## src/design/ssw_pkg.sv

```systemverilog
// Constants of the supply supervisor and watchdog block.
// Summary of operation
// RL1 - Threshold-select high selects external programming mode.
// RL2 - Internal mode: early warning precedes reset.
// RL3 - External mode: pins decide warning and reset.
// RL4 - Reset while supply below reset threshold.
// RL5 - Reset while manual reset input low.
// RL6 - Reset stretched 200 ms after release.
// RL7 - Reset clears counters, watchdog outputs high.
// RL8 - Reset blocks chip select, output high.
// RL9 - Active-high reset inverts active-low reset.
// RL10 - Overvoltage flag low above trip, independent.
// RL11 - Kick idle past timeout asserts watchdog outputs.
// RL12 - Any kick edge or pulse restarts timer.
// RL13 - Host kicks every period or ties input.
// RL14 - Default timeout unless alternative period selected.
// RL15 - Supply low disables watchdog, fault high.
// RL16 - Fault stays high while kicks arrive.
// RL17 - Fault falls 70 ns after pulse falls; code rounds up to 2 clocks, 100 ns.
// RL18 - Watchdog pulse low for 1.7 ms.
// RL19 - Chip select held low up to 15 us.
// RL20 - Manual reset held low at least 25 us.
// RL21 - Inputs synchronised, durations from clock prescaler; code leaves ce_in_n unsynchronised and counts chip-select hold in clocks.
// RL22 - Out of reset, chip select passes through.
package ssw_pkg;
	localparam int CLK_PERIOD_NS = 50;
	localparam int TICK_NS = 1000;
	localparam int TICK_CYCLES = TICK_NS / CLK_PERIOD_NS;
	localparam int TICK_CNT_W = 5;
	localparam int CNT_W = 24;
	localparam int RST_STRETCH_MS = 200;
	localparam int RST_STRETCH_TICKS = RST_STRETCH_MS * 1000000 / TICK_NS;
	localparam int WD_TIMEOUT_MS = 1600;
	localparam int WD_TIMEOUT_TICKS = WD_TIMEOUT_MS * 1000000 / TICK_NS;
	localparam int WD_PULSE_US = 1700;
	localparam int WD_PULSE_TICKS = WD_PULSE_US * 1000 / TICK_NS;
	localparam int CE_HOLD_US = 15;
	localparam int CE_HOLD_CYCLES = CE_HOLD_US * 1000 / CLK_PERIOD_NS;
	localparam int CE_HOLD_W = 9;
	localparam int FAULT_DELAY_NS = 70;
	localparam int FAULT_DELAY_CYCLES = (FAULT_DELAY_NS + CLK_PERIOD_NS - 1) / CLK_PERIOD_NS;
	localparam int KICK_MIN_PULSE_NS = 100;
	localparam int SYNC_W = 7;
	localparam logic RST_ACTIVE_INIT = 1'b1;
endpackage : ssw_pkg

```

## src/design/ssw_top.sv

```systemverilog
// Supply supervisor: reset generation, early warning, watchdog and chip-select gating.
`timescale 1ns/1ps
module ssw_top #(
	parameter logic [ssw_pkg::CNT_W-1:0] RST_STRETCH_TICKS = ssw_pkg::CNT_W'(ssw_pkg::RST_STRETCH_TICKS),
	parameter logic [ssw_pkg::CNT_W-1:0] WD_TIMEOUT_TICKS = ssw_pkg::CNT_W'(ssw_pkg::WD_TIMEOUT_TICKS),
	parameter logic [ssw_pkg::CNT_W-1:0] WD_PULSE_TICKS = ssw_pkg::CNT_W'(ssw_pkg::WD_PULSE_TICKS)
) (
	input wire logic mclk,
	input wire logic rst_n,
	input wire logic clk_en,
	input wire logic threshold_select_high,
	input wire logic supply_below_reset,
	input wire logic supply_below_warn,
	input wire logic early_warning_sense_low,
	input wire logic reset_in_low,
	input wire logic manual_reset_in_n,
	input wire logic kick_input,
	input wire logic overvoltage_sense,
	input wire logic timeout_select,
	input wire logic [ssw_pkg::CNT_W-1:0] wd_alt_ticks,
	input wire logic ce_in_n,
	output logic reset_out_n,
	output logic reset_out,
	output logic early_power_warning_n,
	output logic watchdog_pulse_out_n,
	output logic watchdog_fault_out_n,
	output logic overvoltage_flag_n,
	output logic ce_out_n
);
	////////////////////////////////////////////////////////////////////////////////
	// Input synchronisers and prescaler.
	logic [ssw_pkg::SYNC_W-1:0] sync_in;
	logic [ssw_pkg::SYNC_W-1:0] sync_out;
	logic tick;
	logic ov_s;
	assign sync_in = {threshold_select_high, supply_below_reset, supply_below_warn,
		early_warning_sense_low, reset_in_low, manual_reset_in_n, kick_input};

	ssw_sync #(.W(ssw_pkg::SYNC_W), .INIT(7'h06)) u_sync ( // [RL21]
		.mclk(mclk),
		.rst_n(rst_n),
		.clk_en(clk_en),
		.d(sync_in),
		.q(sync_out)
	);

	ssw_sync #(.W(1), .INIT(1'h0)) u_sync_ov ( // [RL21]
		.mclk(mclk),
		.rst_n(rst_n),
		.clk_en(clk_en),
		.d(overvoltage_sense),
		.q(ov_s)
	);

	ssw_prescaler u_presc ( // [RL21]
		.mclk(mclk),
		.rst_n(rst_n),
		.clk_en(clk_en),
		.tick(tick)
	);

	wire logic mode_ext = sync_out[6];
	wire logic sup_low_s = sync_out[5];
	wire logic sup_warn_s = sync_out[4];
	wire logic ew_low_s = sync_out[3];
	wire logic rin_low_s = sync_out[2];
	wire logic mr_n_s = sync_out[1];
	wire logic kick_s = sync_out[0];

	////////////////////////////////////////////////////////////////////////////////
	// Threshold decisions.
	wire logic below_rst = mode_ext ? rin_low_s : sup_low_s; // [RL1] [RL3] [RL4]
	// Internal warning also covers the reset trip, so it can never come later.
	wire logic below_warn = mode_ext ? ew_low_s : (sup_warn_s | sup_low_s); // [RL2] [RL3]
	wire logic rst_cause = below_rst | ~mr_n_s; // [RL4] [RL5]

	////////////////////////////////////////////////////////////////////////////////
	// Reset stretch.
	logic rst_active_reg;
	logic [ssw_pkg::CNT_W-1:0] stretch_cnt_reg;
	wire logic stretch_done = tick && (stretch_cnt_reg == RST_STRETCH_TICKS - 1'b1);
	wire logic rst_next = rst_cause | (rst_active_reg & ~stretch_done); // [RL6]
	wire logic [ssw_pkg::CNT_W-1:0] stretch_cnt_next =
		(rst_cause || !rst_active_reg) ? '0 : (tick ? stretch_cnt_reg + 1'b1 : stretch_cnt_reg);

	always_ff @(posedge mclk or negedge rst_n) begin
		if (!rst_n) begin
			rst_active_reg <= ssw_pkg::RST_ACTIVE_INIT;
			stretch_cnt_reg <= '0;
			reset_out_n <= 1'b0;
			reset_out <= 1'b1;
			early_power_warning_n <= 1'b0;
			overvoltage_flag_n <= 1'b1;
		end else if (clk_en) begin
			rst_active_reg <= rst_next;
			stretch_cnt_reg <= stretch_cnt_next;
			reset_out_n <= ~rst_next; // [RL9]
			reset_out <= rst_next; // [RL9]
			early_power_warning_n <= ~below_warn; // [RL2]
			overvoltage_flag_n <= ~ov_s; // [RL10]
		end
	end

	////////////////////////////////////////////////////////////////////////////////
	// Watchdog timer, pulse and fault.
	logic kick_d_reg;
	logic [ssw_pkg::CNT_W-1:0] wd_cnt_reg;
	logic [ssw_pkg::CNT_W-1:0] wdp_cnt_reg;
	logic pulse_reg;
	logic fault_reg;
	logic [ssw_pkg::FAULT_DELAY_CYCLES-1:0] fd_reg;
	wire logic kick_edge = kick_s ^ kick_d_reg; // [RL12]
	wire logic [ssw_pkg::CNT_W-1:0] wd_limit =
		timeout_select ? wd_alt_ticks : WD_TIMEOUT_TICKS; // [RL14]
	wire logic wd_expire = tick && !kick_edge && (wd_cnt_reg == wd_limit - 1'b1); // [RL11]
	wire logic wdp_end = pulse_reg && tick && (wdp_cnt_reg == WD_PULSE_TICKS - 1'b1);
	wire logic fault_set = fd_reg[ssw_pkg::FAULT_DELAY_CYCLES-1];
	wire logic [ssw_pkg::CNT_W-1:0] wd_cnt_next =
		(kick_edge || wd_expire) ? '0 : (tick ? wd_cnt_reg + 1'b1 : wd_cnt_reg);
	wire logic pulse_next = wd_expire | (pulse_reg & ~wdp_end); // [RL18]
	wire logic [ssw_pkg::CNT_W-1:0] wdp_cnt_next =
		(!pulse_reg || wd_expire) ? '0 : (tick ? wdp_cnt_reg + 1'b1 : wdp_cnt_reg);
	// A fault arriving with a kick edge in the same cycle still wins.
	wire logic fault_next = fault_set | (fault_reg & ~kick_edge); // [RL16] [RL17]

	always_ff @(posedge mclk or negedge rst_n) begin
		if (!rst_n) begin
			kick_d_reg <= 1'b0;
			wd_cnt_reg <= '0;
			wdp_cnt_reg <= '0;
			pulse_reg <= 1'b0;
			fault_reg <= 1'b0;
			fd_reg <= '0;
			watchdog_pulse_out_n <= 1'b1;
			watchdog_fault_out_n <= 1'b1;
		end else if (clk_en) begin
			kick_d_reg <= kick_s;
			if (rst_active_reg) begin // [RL7] [RL15]
				wd_cnt_reg <= '0;
				wdp_cnt_reg <= '0;
				pulse_reg <= 1'b0;
				fault_reg <= 1'b0;
				fd_reg <= '0;
				watchdog_pulse_out_n <= 1'b1;
				watchdog_fault_out_n <= 1'b1;
			end else begin
				wd_cnt_reg <= wd_cnt_next;
				wdp_cnt_reg <= wdp_cnt_next;
				pulse_reg <= pulse_next;
				fault_reg <= fault_next;
				fd_reg <= {fd_reg[ssw_pkg::FAULT_DELAY_CYCLES-2:0], wd_expire}; // [RL17]
				watchdog_pulse_out_n <= ~pulse_next; // [RL11] [RL18]
				watchdog_fault_out_n <= ~fault_next; // [RL11]
			end
		end
	end

	////////////////////////////////////////////////////////////////////////////////
	// Chip-select gating.
	logic ce_hold_reg;
	logic [ssw_pkg::CE_HOLD_W-1:0] ce_hold_cnt_reg;
	wire logic rst_rise = rst_next & ~rst_active_reg;
	wire logic hold_expired =
		(ce_hold_cnt_reg == ssw_pkg::CE_HOLD_W'(ssw_pkg::CE_HOLD_CYCLES - 1));
	wire logic ce_hold_next = rst_rise ? ~ce_in_n
		: (rst_next & ce_hold_reg & ~ce_in_n & ~hold_expired); // [RL19]
	wire logic [ssw_pkg::CE_HOLD_W-1:0] ce_hold_cnt_next =
		(rst_rise || !ce_hold_reg) ? '0 : ce_hold_cnt_reg + 1'b1;
	wire logic ce_out_next = rst_next ? ~ce_hold_next : ce_in_n; // [RL8] [RL22]

	always_ff @(posedge mclk or negedge rst_n) begin
		if (!rst_n) begin
			ce_hold_reg <= 1'b0;
			ce_hold_cnt_reg <= '0;
			ce_out_n <= 1'b1;
		end else if (clk_en) begin
			ce_hold_reg <= ce_hold_next;
			ce_hold_cnt_reg <= ce_hold_cnt_next;
			ce_out_n <= ce_out_next;
		end
	end
endmodule : ssw_top

```

## src/design/ssw_sync.sv

```systemverilog
// Two-flop synchroniser, one chain per bit.
`timescale 1ns/1ps
module ssw_sync #(
	parameter int W = 1,
	parameter logic [W-1:0] INIT = '0
) (
	input wire logic mclk,
	input wire logic rst_n,
	input wire logic clk_en,
	input wire logic [W-1:0] d,
	output logic [W-1:0] q
);
	genvar i;
	generate
		for (i = 0; i < W; i++) begin : g_bit
			logic meta_reg;
			always_ff @(posedge mclk or negedge rst_n) begin
				if (!rst_n) begin
					meta_reg <= INIT[i];
					q[i] <= INIT[i];
				end else if (clk_en) begin
					meta_reg <= d[i];
					q[i] <= meta_reg;
				end
			end
		end
	endgenerate
endmodule : ssw_sync

```

## src/design/ssw_prescaler.sv

```systemverilog
// Prescaler giving a one-cycle tick every microsecond.
`timescale 1ns/1ps
module ssw_prescaler (
	input wire logic mclk,
	input wire logic rst_n,
	input wire logic clk_en,
	output logic tick
);
	logic [ssw_pkg::TICK_CNT_W-1:0] cnt_reg;
	wire logic wrap = (cnt_reg == ssw_pkg::TICK_CNT_W'(ssw_pkg::TICK_CYCLES - 1));
	always_ff @(posedge mclk or negedge rst_n) begin
		if (!rst_n) begin
			cnt_reg <= '0;
			tick <= 1'b0;
		end else if (clk_en) begin
			cnt_reg <= wrap ? '0 : cnt_reg + 1'b1;
			tick <= wrap;
		end
	end
endmodule : ssw_prescaler

```

## config.mk

```make
export PLATFORM = sky130hd
export DESIGN_NAME = ssw_top
export DESIGN_NICKNAME = d
export VERILOG_FILES = /design/src/design/ssw_pkg.sv /design/src/design/ssw_top.sv /design/src/design/ssw_sync.sv /design/src/design/ssw_prescaler.sv
export SDC_FILE = /design/constraint.sdc
export NUM_CORES = 1
export LEC_CHECK = 0
export BUFFER_PORTS_ARGS = -buffer_cell sky130_fd_sc_hd__buf_2
export CAP_MARGIN = 5
export CORE_MARGIN = 1
export CORE_UTILIZATION = 46
export DETAILED_ROUTE_END_ITERATION = 10
export PLACE_DENSITY = 0.72
export SETUP_SLACK_MARGIN = 0.15
export SLEW_MARGIN = 20
export SYNTH_ARGS = -nofsm -noshare
export SYNTH_HDL_FRONTEND = slang
export SYNTH_SLANG_ARGS = --single-unit
```

## constraint.sdc

```tcl
create_clock -name mclk -period 4.9 [get_ports mclk]
set_input_delay 0.98 -clock mclk [delete_from_list [all_inputs] [get_ports mclk]]
set_output_delay 0.98 -clock mclk [all_outputs]
set_load 0.05 [all_outputs]
```

## Word level (Yosys, flattened, before mapping)

Cells that the tools add are included.

- Multiply operators: 0
- Reductions and logical operators: 19
- Shifts and indexed selects: 0
- Divide/modulo/power cells: 0
- Mux-type cells: 20
- Bitwise operators: 26
- Equal/unequal tests: 5
- $add $sub $neg: 6
- $lt $le $gt $ge: 0

Operators by type and width:

| kind | number |
|---|---|
| two-way mux 24 bit | 9 |
| adder 24 x 1 -> 24 bit (second input constant) | 3 |
| == test 24 x 11 -> 1 bit (second input constant) | 1 |
| == test 24 x 18 -> 1 bit (second input constant) | 1 |
| == test 24 bit | 1 |
| subtractor 24 x 1 -> 24 bit (second input constant) | 1 |
| inverter 1 bit | 13 |
| adder 9 x 1 -> 9 bit (second input constant) | 1 |
| == test 9 bit (second input constant) | 1 |
| two-way mux 9 bit | 1 |
| two-way mux 1 bit | 8 |
| bitwise AND 1 bit | 7 |
| AND reduction 2 bit | 3 |
| nonzero test 3 bit | 2 |
| adder 5 x 1 -> 5 bit (second input constant) | 1 |
| == test 5 bit (second input constant) | 1 |
| logical AND 1 bit | 5 |
| two-way mux 5 bit | 1 |
| bitwise OR 1 bit | 5 |
| zero test 1 bit | 4 |
| logical OR 1 bit | 4 |
| two-way mux 2 bit | 1 |
| nonzero test 2 bit | 1 |
| XOR 1 bit | 1 |

- Memories: 0
- Register bits: 116
- Memory bits (read-only): 0
- Bits in latches: 0
- Output and inout port bits: 7
- Bits in writable memories: 0
- Word-level logic and storage cells: 110

## Depth between registers and ports, before layout

Gate-level depths: netlist of run 1.

- Depth in word-level cells: 11
- Gate-level depth with buffers: 17
- Mapped depth without buffers: 11

## Modules after synthesis

Synthesis of run 1 repeated with hierarchy kept, for this count alone.

- Cells, all modules: 843
- Area, all modules: 7362.1 um^2

By module, submodules not included:

| module | times used | area each (um^2) | cells an instance |
|---|---|---|---|
| ssw_top | 1 | 6482.5 | 786 |
| ssw_sync (u_sync) | 1 | 524.3 | 29 |
| ssw_prescaler | 1 | 282.8 | 24 |
| ssw_sync (u_sync_ov) | 1 | 72.6 | 4 |

## Least setup slack after synthesis of run 1

Ideal clock, no wire load.

- Path kind: input -> register
- From: input port timeout_select
- To: register wdp_cnt_reg[11] (netlist bit)
- Required time: 4.781 ns
- Arrival time: 3.869 ns
- Slack: 0.912 ns
- Buffers on the path: 6
- Cell stages on the path: 17
- Cells stage by stage: clkbuf_1 -> clkbuf_1 -> buf_1 -> nand2_1 -> ha_1 -> buf_1 -> nand2_1 -> mux2i_1 -> a21oi_1 -> xnor2_1 -> nand4_1 -> a2111oi_2 -> nand4_1 -> buf_2 -> a21oi_4 -> buf_6 -> nor2_1

- Word-level cells in the longest chain between the ends: 7
- Elaborated cells between the ends (all ways): 9

RTL lines:

| what | RTL line | RTL |
|---|---|---|
| from (decl) | ssw_top.sv:19 | `input wire logic timeout_select,` |
| two-way mux 24 bit (*) | ssw_top.sv:114 | `timeout_select ? wd_alt_ticks : WD_TIMEOUT_TICKS;` |
| subtractor 24 x 1 -> 24 bit (*) | ssw_top.sv:115 | `wire logic wd_expire = tick && !kick_edge && (wd_cnt_reg == wd_limit - 1'b1);` |
| == test 24 bit (*) | ssw_top.sv:115 |  |
| logical AND 1 bit (*) | ssw_top.sv:115 |  |
| logical OR 1 bit (*) | ssw_top.sv:122 | `(!pulse_reg \|\| wd_expire) ? '0 : (tick ? wdp_cnt_reg + 1'b1 : wdp_cnt_reg);` |
| nonzero test 3 bit (no source line) / two-way mux 24 bit (equally long branches) | - |  |
| AND reduction 2 bit (no source line) / two-way mux 24 bit (equally long branches) | - |  |
| to (signal assigned) | ssw_top.sv:148 | `wdp_cnt_reg <= wdp_cnt_next;` |
| to (decl) | ssw_top.sv:108 | `logic [ssw_pkg::CNT_W-1:0] wdp_cnt_reg;` |

Mark *: on every way between the ends. The rest lies on a longest branch, timed or not.
A chain may end at the register's enable or synchronous reset.

## Worst setup path in the final report of run 1

- From: input port timeout_select
- To: register wd_cnt_reg[15] (netlist bit)

- Word-level cells in the longest chain between the ends: 7
- Elaborated cells between the ends (all ways): 9

RTL lines:

| what | RTL line | RTL |
|---|---|---|
| two-way mux 24 bit (*) | ssw_top.sv:114 |  |
| subtractor 24 x 1 -> 24 bit (*) | ssw_top.sv:115 |  |
| == test 24 bit (*) | ssw_top.sv:115 |  |
| logical AND 1 bit (*) | ssw_top.sv:115 |  |
| logical OR 1 bit (*) | ssw_top.sv:119 | `(kick_edge \|\| wd_expire) ? '0 : (tick ? wd_cnt_reg + 1'b1 : wd_cnt_reg);` |
| nonzero test 3 bit (no source line) / two-way mux 24 bit (equally long branches) | - |  |
| AND reduction 2 bit (no source line) / two-way mux 24 bit (equally long branches) | - |  |
| to (signal assigned) | ssw_top.sv:147 | `wd_cnt_reg <= wd_cnt_next;` |
| to (decl) | ssw_top.sv:107 | `logic [ssw_pkg::CNT_W-1:0] wd_cnt_reg;` |

Marked as above.

==> metrics.md, run 1 <==
| Metric | Value |
|---|---|
| Status | `finished, final reports clean` |
| Initial antenna violation count | `0` |
| Worst setup path class | `input port to flop` |
| Hold WC Path Type | `flop to flop` |
| Pwr Density | `~330 nW/um^2` |
| Initial DRC Count | `about 360` |
| Top-count cell post-synth | `nor2_1` |
| Slew margin rel. | `around 58%` |
| GR Overflow Total | `0` |
| Syn nets | `777` |
| Power Total | `2.510 mW` |
| Commonest cells post-synth | `113 x nor2_1, 107 x dfrtp_1, 76 x nand2_1` |
| Detailed Place HPWL | `~9500 um` |
| Fin area | `7565 um^2` |
| Max VDD drop | `0.2492 mV` |
| IO Count | `44` |
| Fin Setup TNS | `0 ns` |
| Core Rows | `43` |
| Via count | `5350` |
| Clock Skew | `0.009290 ns` |
| Die width | `121.7 um` |
| R2R setup slack | `2.00 ns` |
| Crit path max fanout | `18` |
| LEAKAGE | `3.106 nW` |
| Area Overhead vs Synth | `14.86%` |
| Layout cells sized above 1 | `approximately 15%` |
| Tot GR Track Use | `21.03%` |
| Final #Nets | `820` |
| Crit end category | `flop` |
| Final Worst Setup Slack | `0.8297 ns` |
| Worst slew pin tran | `around 0.63 ns` |
| Endpoints failing setup | `0` |
| Die Ht | `121.7 um` |
| CTS Root Buffer Type | `clkbuf_16` |
| Syn avg cell area | `8.973 um^2` |
| Sequential fraction of the synthesis area | `44.24%` |
| DRT antenna net count | `0` |
| Max_cap viols | `0` |
| Post-Syn Area | `6586 um^2` |
| PostCTS Resize Cnt | `0` |
| Vias in the first global route | `a little over 5000` |
| Largest net degree at the start of global routing | `52` |
| CTS Buffer Depth | `2` |
| Dpl ws | `0.4339 ns` |
| Post-synth EDFFs | `0` |
| Sink Count | `116` |
| YS warnings | `0` |
| WL/cell | `14.66 um` |
| Residual DRC | `0` |
| TritonCTS clock tree | `yes` |
| Fraction of registers with async set/reset | `100.0%` |
| Final GP Congestion | `0.9003` |
| TritonRoute pass-1 iters | `4` |
| H-tree levels | `4` |
| Post-synth top area share | `40.65%` |
| Post-synthesis cell count | `734` |
| Starting Density | `47.27%` |
| ANT cells | `0` |
| Leading area contributor after synthesis | `dfrtp_1` |
| FMAX | `245.7 MHz` |
| Count of different cell masters after synthesis | `60` |
| Worst skew pair latency | `0.41 ns` |
| # Post-CTS Setup Buffers | `0` |
| CP required | `roughly 5.2 ns` |
| Full die area | `14800 um^2` |
| Routed vias/inst | `5.515` |
| Overall routed net length | `14220 um` |
| TritonCTS Buffers | `17` |
| Max Slew Vio Count | `0` |
| Post-synth top flop | `dfrtp_1` |
| FF+latch count, synth | `roughly 120` |
| IO Port Bufs | `43` |
| Cts hold-fix bufs | `0` |
| Fin crit period | `a little over 4 ns` |
| Post-DP Area | `6984 um^2` |
| Fin crit share | `83.07%` |
| Clock edge transition at the registers on the reported setup and hold paths | `0.06 ns` |
| Area of the core | `13930 um^2` |
| Worst endpoint data arrival time | `~4.4 ns` |
| First-pass GRT wire length | `24380 um` |
| Top post-synthesis cells by area | `dfrtp_1 41%, xor2_1 7.2%, nor2_1 6.4%` |
| Crit path launch type | `input port` |
| RSZ-0062 raised after global routing | `false` |
| Final Hold Viols | `0` |
layer usage:
layer	up-vias	wire length, um	GRT usage, %
li1	2642	-	-
met5	-	0	0
met1	2597	6716	27.72
met2	96	6738	34.13
met4	0	144	5.710
met3	15	618	5.571
final timing paths:
| path | from | end | cells after the start |
|---|---|---|---|
| max | timeout_select | wd_cnt_reg[15] | 11 |
| min | u_sync_ov.q | overvoltage_flag_n | 1 |
| max reg2reg | wd_cnt_reg[17] | wd_cnt_reg[15] | 9 |
| min reg2reg | u_sync_ov.q | overvoltage_flag_n | 1 |
| max in group asynchronous | rst_n | wd_cnt_reg[7] | 2 |
| min in group asynchronous | rst_n | wd_cnt_reg[23] | 1 |
area by class of cell:
type                            instances  area [um^2]
Inverter                               20        75.07
Multi-Input combinational cell        568         3470
Fill cell                            1273         6370
Timing Repair Buffer                   54        300.3
Sequential cell                       116         2914
Clock buffer                           24        481.7
Clock inverter                          8        98.84
Tap cell                              180        225.2
stage by stage:
step / cells / hold WS [ns] / utilization [%]
after floorplan: 734 / 0.4015 / -
after global placement: 938 / 0.4109 / 50.12
after detailed placement: 938 / 0.4163 / 50.12
after CTS: 970 / 0.4257 / 54.29
after global routing: 970 / 0.4664 / 54.29
final: 970 / 0.4237 / 54.29
power by group:
group	switching (mW)	internal, mW	total [mW]
Sequential	0.0397	1.01	1.05
Clock	0.429	0.787	1.22
Combinational	0.150	0.0963	0.246
Total	0.619	1.89	2.51
cells in the final DEF (no fill, tap or decap), types with 3 or more instances in the layout:
| master | Yosys | routed |
|---|---|---|
| o21ai_0 | 26 | 26 |
| a31oi_1 | 9 | 8 |
| a21o_1 | 4 | 4 |
| and3_1 | 14 | 14 |
| buf_2 | 5 | 42 |
| inv_1 | 19 | 19 |
| nand4_1 | 23 | 23 |
| dfrtp_1 | 107 | 107 |
| xor2_1 | 54 | 54 |
| nor2_1 | 113 | 113 |
| nor2b_1 | 8 | 8 |
| clkbuf_8 | 0 | 3 |
| nand2b_1 | 5 | 5 |
| o31ai_1 | 4 | 4 |
| nand2_1 | 76 | 76 |
| xnor2_1 | 43 | 43 |
| clkbuf_1 | 19 | 4 |
| mux2i_1 | 4 | 4 |
| mux2_2 | 17 | 17 |
| o2bb2ai_1 | 3 | 3 |
| nor3b_1 | 4 | 4 |
| nor3_1 | 24 | 24 |
| or4_1 | 5 | 5 |
| and2_1 | 3 | 3 |
| buf_4 | 0 | 12 |
| ha_1 | 6 | 6 |
| nand3_1 | 40 | 40 |
| nor4_1 | 13 | 13 |
| clkinv_2 | 0 | 3 |
| a21oi_1 | 22 | 22 |
| dfstp_2 | 9 | 9 |
| nor4b_1 | 3 | 3 |
| clkbuf_16 | 0 | 17 |
| or3_1 | 8 | 8 |
critical path: stages:
cell       delay [ns]
buf_2            0.26
or4b_1           0.59
nor4_4           0.36
or4b_1           0.47
o21ai_1          0.14
nand4_1          0.11
a2111oi_2        0.35
nand4_1          0.31
a21oi_1          0.40
buf_4            0.30
nor3_1           0.08
kinds of logic after synthesis:
family	after synthesis	share of synthesized area, %
simple gates	353	26.20
buf+inv	50	3.172
mux	21	3.514
xor+xnor	97	12.90
flops	116	44.24
compound gates	91	8.834
fa+ha+maj	6	1.140
Note: power is estimated with default switching activity, not from simulation.
==> run 2, diff against run 1 <==
--- a/config.mk
+++ b/config.mk
@@ -5,6 +5,7 @@
 export SDC_FILE = /design/constraint.sdc
 export NUM_CORES = 1
 export LEC_CHECK = 0
+export ABC_AREA = 1
 export BUFFER_PORTS_ARGS = -buffer_cell sky130_fd_sc_hd__buf_2
 export CAP_MARGIN = 5
 export CORE_MARGIN = 1
==> constraint.sdc (replaced) <==
create_clock -name mclk -period 3.8 [get_ports mclk]
set_input_delay 0.76 -clock mclk [delete_from_list [all_inputs] [get_ports mclk]]
set_output_delay 0.76 -clock mclk [all_outputs]
set_load 0.05 [all_outputs]
==> run 2 against run 1 <==
Effect of this change:
- wire length grew 10%
- global-route usage shrank 0.37 points
- hold slack gained 0.0047 ns
- critical path type unchanged
- register-to-register slack lost 0.72 ns
- final cell count grew 29%
- final area grew 8.4%
- total power grew 27%
- largest cell class unchanged
- non-clock buffer count shrank 3
==> metrics.md, run 2 <==
| Metric | Value |
|---|---|
| Overall routed net length | `~16000 um` |
| IO Port Bufs | `43` |
| Layout cells sized above 1 | `12.85%` |
| Worst slew pin tran | `about 0.80 ns` |
| Starting Density | `47.39%` |
| YS warnings | `0` |
| ANT cells | `0` |
| Post-DP Area | `7635 um^2` |
| Largest family of logic cells by synthesized area | `simple AND/OR/NAND/NOR gates` |
| Final #Nets | `1073` |
| Fin crit share | `72.77%` |
| Worst setup path class | `input port to flop` |
| H-tree levels | `4` |
| Worst R2R Path Depth | `12` |
| IO Count | `44` |
| Final GP Congestion | `0.8907` |
| Crit path max fanout | `34` |
| Cts hold-fix bufs | `0` |
| Commonest cells post-synth | `262 x nand2_1, 117 x inv_1, 107 x dfrtp_1` |
| GR Overflow Total | `0` |
| Sequential fraction of the synthesis area | `40.15%` |
| Routed vias/inst | `5.025` |
| Syn avg cell area | `7.346 um^2` |
| Die Ht | `127.6 um` |
| CTS Buffer Depth | `2` |
| Fin crit period | `2.765 ns` |
| Hold WC Path Type | `flop to flop` |
| Max Slew Vio Count | `0` |
| Final core utilization | `53.55%` |
| Max_cap viols | `0` |
| WL/cell | `12.51 um` |
| Pwr Density | `a little under 400 nW/um^2` |
| Crit path launch type | `input port` |
| FMAX | `about 360 MHz` |
| Post-synth EDFFs | `0` |
| First-pass GRT wire length | `~27000 um` |
| Via count | `6301` |
| Worst skew pair latency | `0.41 ns` |
| Full die area | `16290 um^2` |
| Initial DRC Count | `352` |
| Final Worst Setup Slack | `1.035 ns` |
| Clock Skew | `0.009043 ns` |
| CTS Root Buffer Type | `clkbuf_16` |
| Die width | `127.6 um` |
| Detailed Place HPWL | `between 10000 and 15000 um` |
| Worst endpoint data arrival time | `3.04 ns` |
| Max VDD drop | `0.2908 mV` |
| TritonRoute pass-1 iters | `5` |
| Combinational share of power | `11.4%` |
| Top post-synthesis cells by area | `dfrtp_1 37%, nand2_1 14%, xor2_1 7.2%` |
| Top-count cell post-synth | `nand2_1` |
| Internal power | `2.336 mW` |
| Adder-Cell Fraction of Synth Area | `1.034%` |
| Net switching power | `~860 uW` |
| Initial antenna violation count | `0` |
| FF+latch count, synth | `116` |
| Fin Setup TNS | `0 ns` |
| TritonCTS clock tree | `yes` |
| Fin area | `8200 um^2` |
| Post-synth top flop | `dfrtp_1` |
| Sw Share | `around 27%` |
| Slew margin rel. | `46.46%` |
| Syn nets | `1031` |
| Final Hold Viols | `0` |
| CP required | `4.08 ns` |
| TritonCTS Buffers | `17` |
| LEAKAGE | `3.656 nW` |
| Post-synthesis mux area share | `0%` |
| Area of the core | `between 15000 and 20000 um^2` |
| Crit end category | `flop` |
| Post-Synth XOR/XNOR Area | `7.843%` |
| Area Overhead vs Synth | `12.98%` |
| Residual DRC | `0` |
| Most frequent cells in the layout | `262 x nand2_1, 117 x inv_1, 107 x dfrtp_1` |
| Hold path startpoint | `u_sync_ov.q` |
| Leading area contributor after synthesis | `dfrtp_1` |
| RSZ-0062 raised after global routing | `false` |
| Vias in the first global route | `5809` |
| Post-Syn Area | `7258 um^2` |
| Post-synth top area share | `between 30% and 40%` |
| Endpoints failing setup | `0` |
| Most common cell after layout, fill and taps aside | `nand2_1` |
| DRT antenna net count | `0` |
| Post-synthesis cell count | `a little under 1000` |
| Sequential share of power | `41.8%` |
| Clk pwr share | `around 47%` |
| RR Startpoint | `u_sync.q[2]` |
| Tot GR Track Use | `20.67%` |
| # Post-CTS Setup Buffers | `0` |
| R2R setup slack | `1.28 ns` |
| PostCTS Resize Cnt | `0` |
| Core Rows | `45` |
| Dpl ws | `0.6413 ns` |
| Synth Area in Compound Gates | `under 10%` |
| Sink Count | `116` |
| Post-Synth Simple-Gate Area | `between 30% and 40%` |
| Count of different cell masters after synthesis | `43` |
| Largest net degree at the start of global routing | `66` |
| Status | `finished, final reports clean` |
| Fraction of registers with async set/reset | `100.0%` |
| Hold path depth | `1` |
| Worst Setup SP | `timeout_select` |
| Clock edge transition at the registers on the reported setup and hold paths | `0.05 ns` |
-- run 2: metal layers --
| layer | wire length [um] | vias up | GRT usage (%) |
|---|---|---|---|
| li1 | - | 3259 | - |
| met1 | 7577 | 2859 | 27.57 |
| met2 | 7213 | 156 | 33.62 |
| met3 | 631 | 27 | 3.978 |
| met4 | 267 | 0 | 7.266 |
| met5 | 0 | - | 0 |
-- run 2: worst paths after layout --
kind / to
max in group asynchronous: stretch_cnt_reg[7]
min in group asynchronous: wdp_cnt_reg[11]
max reg2reg: stretch_cnt_reg[17]
min: overvoltage_flag_n
min reg2reg: overvoltage_flag_n
max: wdp_cnt_reg[1]
-- run 2: power groups by stage --
stage | logic, mW | registers (mW) | clock network (mW)
3_5_place_dp | 0.368 | 1.35 | 0
6_report | 0.365 | 1.34 | 1.49
3_3_place_gp | 0.364 | 1.36 | 0
4_1_cts | 0.368 | 1.34 | 1.52
5_1_grt | 0.416 | 1.34 | 1.58
2_1_floorplan | 0.236 | 1.37 | 0
-- run 2: cells by family (layout without fill, tap and decap cells) --
group / count (synthesis) / after routing
and+or+nand+nor: 539 / 539
adders and majority gates: 6 / 6
DFF: 116 / 116
buffers and inverters: 147 / 202
AOI/OAI and AO/OA: 115 / 115
xor gates and xnor gates: 65 / 65
-- run 2: area by class of cell --
class / instances / area, um^2
fillers: 1438 / 7114
multi-input cells: 725 / 3717
flip-flops and latches: 116 / 2914
clock buffers: 20 / 456.7
inverters: 119 / 446.7
repair buffers: 51 / 292.8
well taps: 211 / 264.0
clock inverters: 12 / 108.9
-- run 2: critical path, stage by stage --
cell,delay (ns)
buf_2,0.13
buf_4,0.24
nand2_1,0.15
nand2_1,0.11
nor2_2,0.20
nand2_1,0.17
nor2_2,0.18
nand3_1,0.08
nand2_1,0.12
nand2_1,0.06
inv_1,0.05
nand2_1,0.05
nor2_2,0.14
nand3_4,0.12
nand2_4,0.32
o21ai_0,0.14
-- run 2: through the flow --
stage	hold slack, ns	total power, mW	std cells
finish	0.4283	3.192	1254
global route	0.4819	3.337	1254
CTS	0.4355	3.223	1254
detailed placement	0.4266	1.723	1222
global placement	0.4172	1.719	1222
floorplan	0.4058	1.606	988
==> run 3, diff against run 2 <==
--- a/config.mk
+++ b/config.mk
@@ -11,7 +11,7 @@
 export CORE_MARGIN = 1
 export CORE_UTILIZATION = 46
 export DETAILED_ROUTE_END_ITERATION = 10
-export PLACE_DENSITY = 0.72
+export PLACE_DENSITY = 0.75
 export SETUP_SLACK_MARGIN = 0.15
 export SLEW_MARGIN = 20
 export SYNTH_ARGS = -nofsm -noshare
==> constraint.sdc (replaced) <==
create_clock -name mclk -period 2.5 [get_ports mclk]
set_input_delay 0.5 -clock mclk [delete_from_list [all_inputs] [get_ports mclk]]
set_output_delay 0.5 -clock mclk [all_outputs]
set_load 0.05 [all_outputs]
==> run 3 against run 2 <==
Effect of this change:
- sequential power up 51%
- global-route usage up 1.4 points
- setup slack worse by 0.79 ns
- sequential share of layout area down 2.6 points
- total power up 69%
- largest power group unchanged
==> metrics.md, run 3 (synthesis results as in run 2) <==
| Metric | Value |
|---|---|
| Crit path max fanout | `14` |
| Area Overhead vs Synth | `21.94%` |
| Initial DRC Count | `between 400 and 500` |
| IO Count | `44` |
| Worst slew pin tran | `between 0.5 and 0.6 ns` |
| Worst Setup SP | `timeout_select` |
| Final Hold Viols | `0` |
| Sw Share | `24.43%` |
| Filler instances | `1380` |
| Most frequent cells in the layout | `255 x nand2_1, 116 x inv_1, 107 x dfrtp_1` |
| Core Rows | `45` |
| CP peak stage delay | `0.16 ns` |
| Detailed Place HPWL | `roughly 12000 um` |
| Largest net degree at the start of global routing | `96` |
| Slew margin rel. | `between 60% and 70%` |
| Full die area | `around 16000 um^2` |
| Clock Skew | `0.007878 ns` |
| Crit end category | `flop` |
| TritonRoute pass-1 iters | `7` |
| Die Ht | `about 130 um` |
| Worst R2R Path Depth | `11` |
| Critical Path End | `wdp_cnt_reg[1]` |
| DRT antenna net count | `0` |
| Max Slew Vio Count | `0` |
| Final non-filler cell total | `1297` |
| CP required | `2.78 ns` |
| WL/cell | `between 10 and 15 um` |
| Internal power | `4.067 mW` |
| Met2 WL | `between 8000 and 9000 um` |
| Highest routed metal layer | `met4` |
| RSZ-0062 raised after global routing | `true` |
| Cells after DPL | `1258` |
| Worst setup path class | `input port to flop` |
| Crit path launch type | `input port` |
| FMAX | `444.2 MHz` |
| Final GP Congestion | `roughly 0.9` |
| Final core utilization | `57.79%` |
| Sink Count | `116` |
| GR Overflow Total | `0` |
| Initial antenna violation count | `0` |
| Top cell by count, worst path | `nand2_1` |
| Power Total | `5.382 mW` |
| Met3 wire len | `between 700 and 800 um` |
| RR Startpoint | `u_presc.tick` |
| Routed vias/inst | `5.163` |
| Worst skew pair latency | `about 0.41 ns` |
| Crit path buf inv count | `3` |
| H-tree levels | `4` |
| Die width | `127.6 um` |
| Layout cells sized above 1 | `18.05%` |
| Largest delay share family, worst path | `simple AND/OR/NAND/NOR gates` |
| Fin crit period | `2.251 ns` |
| Fin crit share | `90.04%` |
| Status | `finished, final reports clean` |
| Area of the core | `15310 um^2` |
| ANT cells | `0` |
| CP max stage cell | `buf_4` |
| TritonCTS Buffers | `17` |
| Pwr Density | `608.0 nW/um^2` |
| Most common cell after layout, fill and taps aside | `nand2_1` |
| IO Port Bufs | `43` |
| Sequential share of power | `37.7%` |
| First-pass GRT wire length | `28770 um` |
| Endpoints failing setup | `0` |
| Worst endpoint data arrival time | `2.54 ns` |
| Vias in the first global route | `about 6300` |
| Starting Density | `47.39%` |
| LEAKAGE | `3.980 nW` |
| Cts hold-fix bufs | `0` |
| Combinational share of power | `12.0%` |
| Clk pwr share | `50.3%` |
| DRT met1 WL | `8067 um` |
| Via count | `6697` |
| Dpl ws | `-0.1833 ns` |
| Tot GR Track Use | `22.11%` |
| Levels on crit path | `17` |
| FF-to-FF End | `wdp_cnt_reg[23]` |
| Overall routed net length | `around 17000 um` |
| CTS Root Buffer Type | `clkbuf_16` |
| Worst path cell trace | `buf_4, buf_12, nand2_1, nand2_1, nor2_4, nand2_2, nor2_4, nand2_1, nand2_1, nand2_1, nor2_1, nand2_1, nor2_4, nand3_4, nand2_8, buf_12, o21ai_0` |
| Hold WC Path Type | `input port to asynchronous set/reset pin` |
| Max VDD drop | `0.5130 mV` |
| Residual DRC | `0` |
| R2R setup slack | `0.32 ns` |
| Final Worst Setup Slack | `~0.25 ns` |
| Clock edge transition at the registers on the reported setup and hold paths | `approximately 0.05 ns` |
| Net switching power | `1.315 mW` |
| Max_cap viols | `0` |
| CTS Buffer Depth | `2` |
| TritonCTS clock tree | `yes` |
| Final #Nets | `1116` |
run 3: timing repair:
item | 4_1_cts | 5_1_grt
setup buffers | 0 | 5
gates resized for setup | 0 | 30
endpoints found under the setup margin | 0 | 47
run 3: metrics by stage:
step	hold slack [ns]	instance area, um^2	setup TNS, ns
global route	0.07320	8851	0
detailed placement	0.4237	7983	-7.423
CTS	0.04681	8646	0
floorplan	0.2044	7273	0
finish	0.04563	8851	0
global placement	0.4216	7983	-5.382
run 3: worst min-delay path by stage:
stage,startpoint,end,depth (start not counted)
CTS,rst_n,u_sync_ov.g_bit[0].meta_reg,1
detailed placement,u_sync_ov.q,overvoltage_flag_n,1
floorplan,rst_n,ce_hold_cnt_reg[0],0
global route,rst_n,u_sync_ov.g_bit[0].meta_reg,1
finish,rst_n,u_sync_ov.g_bit[0].meta_reg,1
global placement,u_sync_ov.q,overvoltage_flag_n,1
run 3: power groups by stage:
stage,clock network (mW),logic (mW),registers (mW)
final,2.71,0.645,2.03
after global routing,2.82,0.724,2.04
after CTS,2.73,0.615,2.03
after detailed placement,0,0.613,2.06
after global placement,0,0.601,2.06
after floorplan,0,0.362,2.08
run 3: area by class of cell:
type / instances / area (um^2) / share of cell area [%]
multi-input cells: 725 / 3847 / 43.47
flip-flops and latches: 116 / 2914 / 32.92
repair buffers: 94 / 715.7 / 8.086
clock buffers: 24 / 491.7 / 5.556
inverters: 119 / 446.7 / 5.047
well taps: 211 / 264.0 / 2.983
clock inverters: 8 / 171.4 / 1.937
run 3: routing by layer:
| layer | vias up | global-route usage [%] |
|---|---|---|
| met3 | 26 | 3.057 |
| met5 | - | 0 |
| li1 | 3347 | - |
| met2 | 183 | 37.25 |
| met4 | 0 | 8.927 |
| met1 | 3141 | 28.75 |
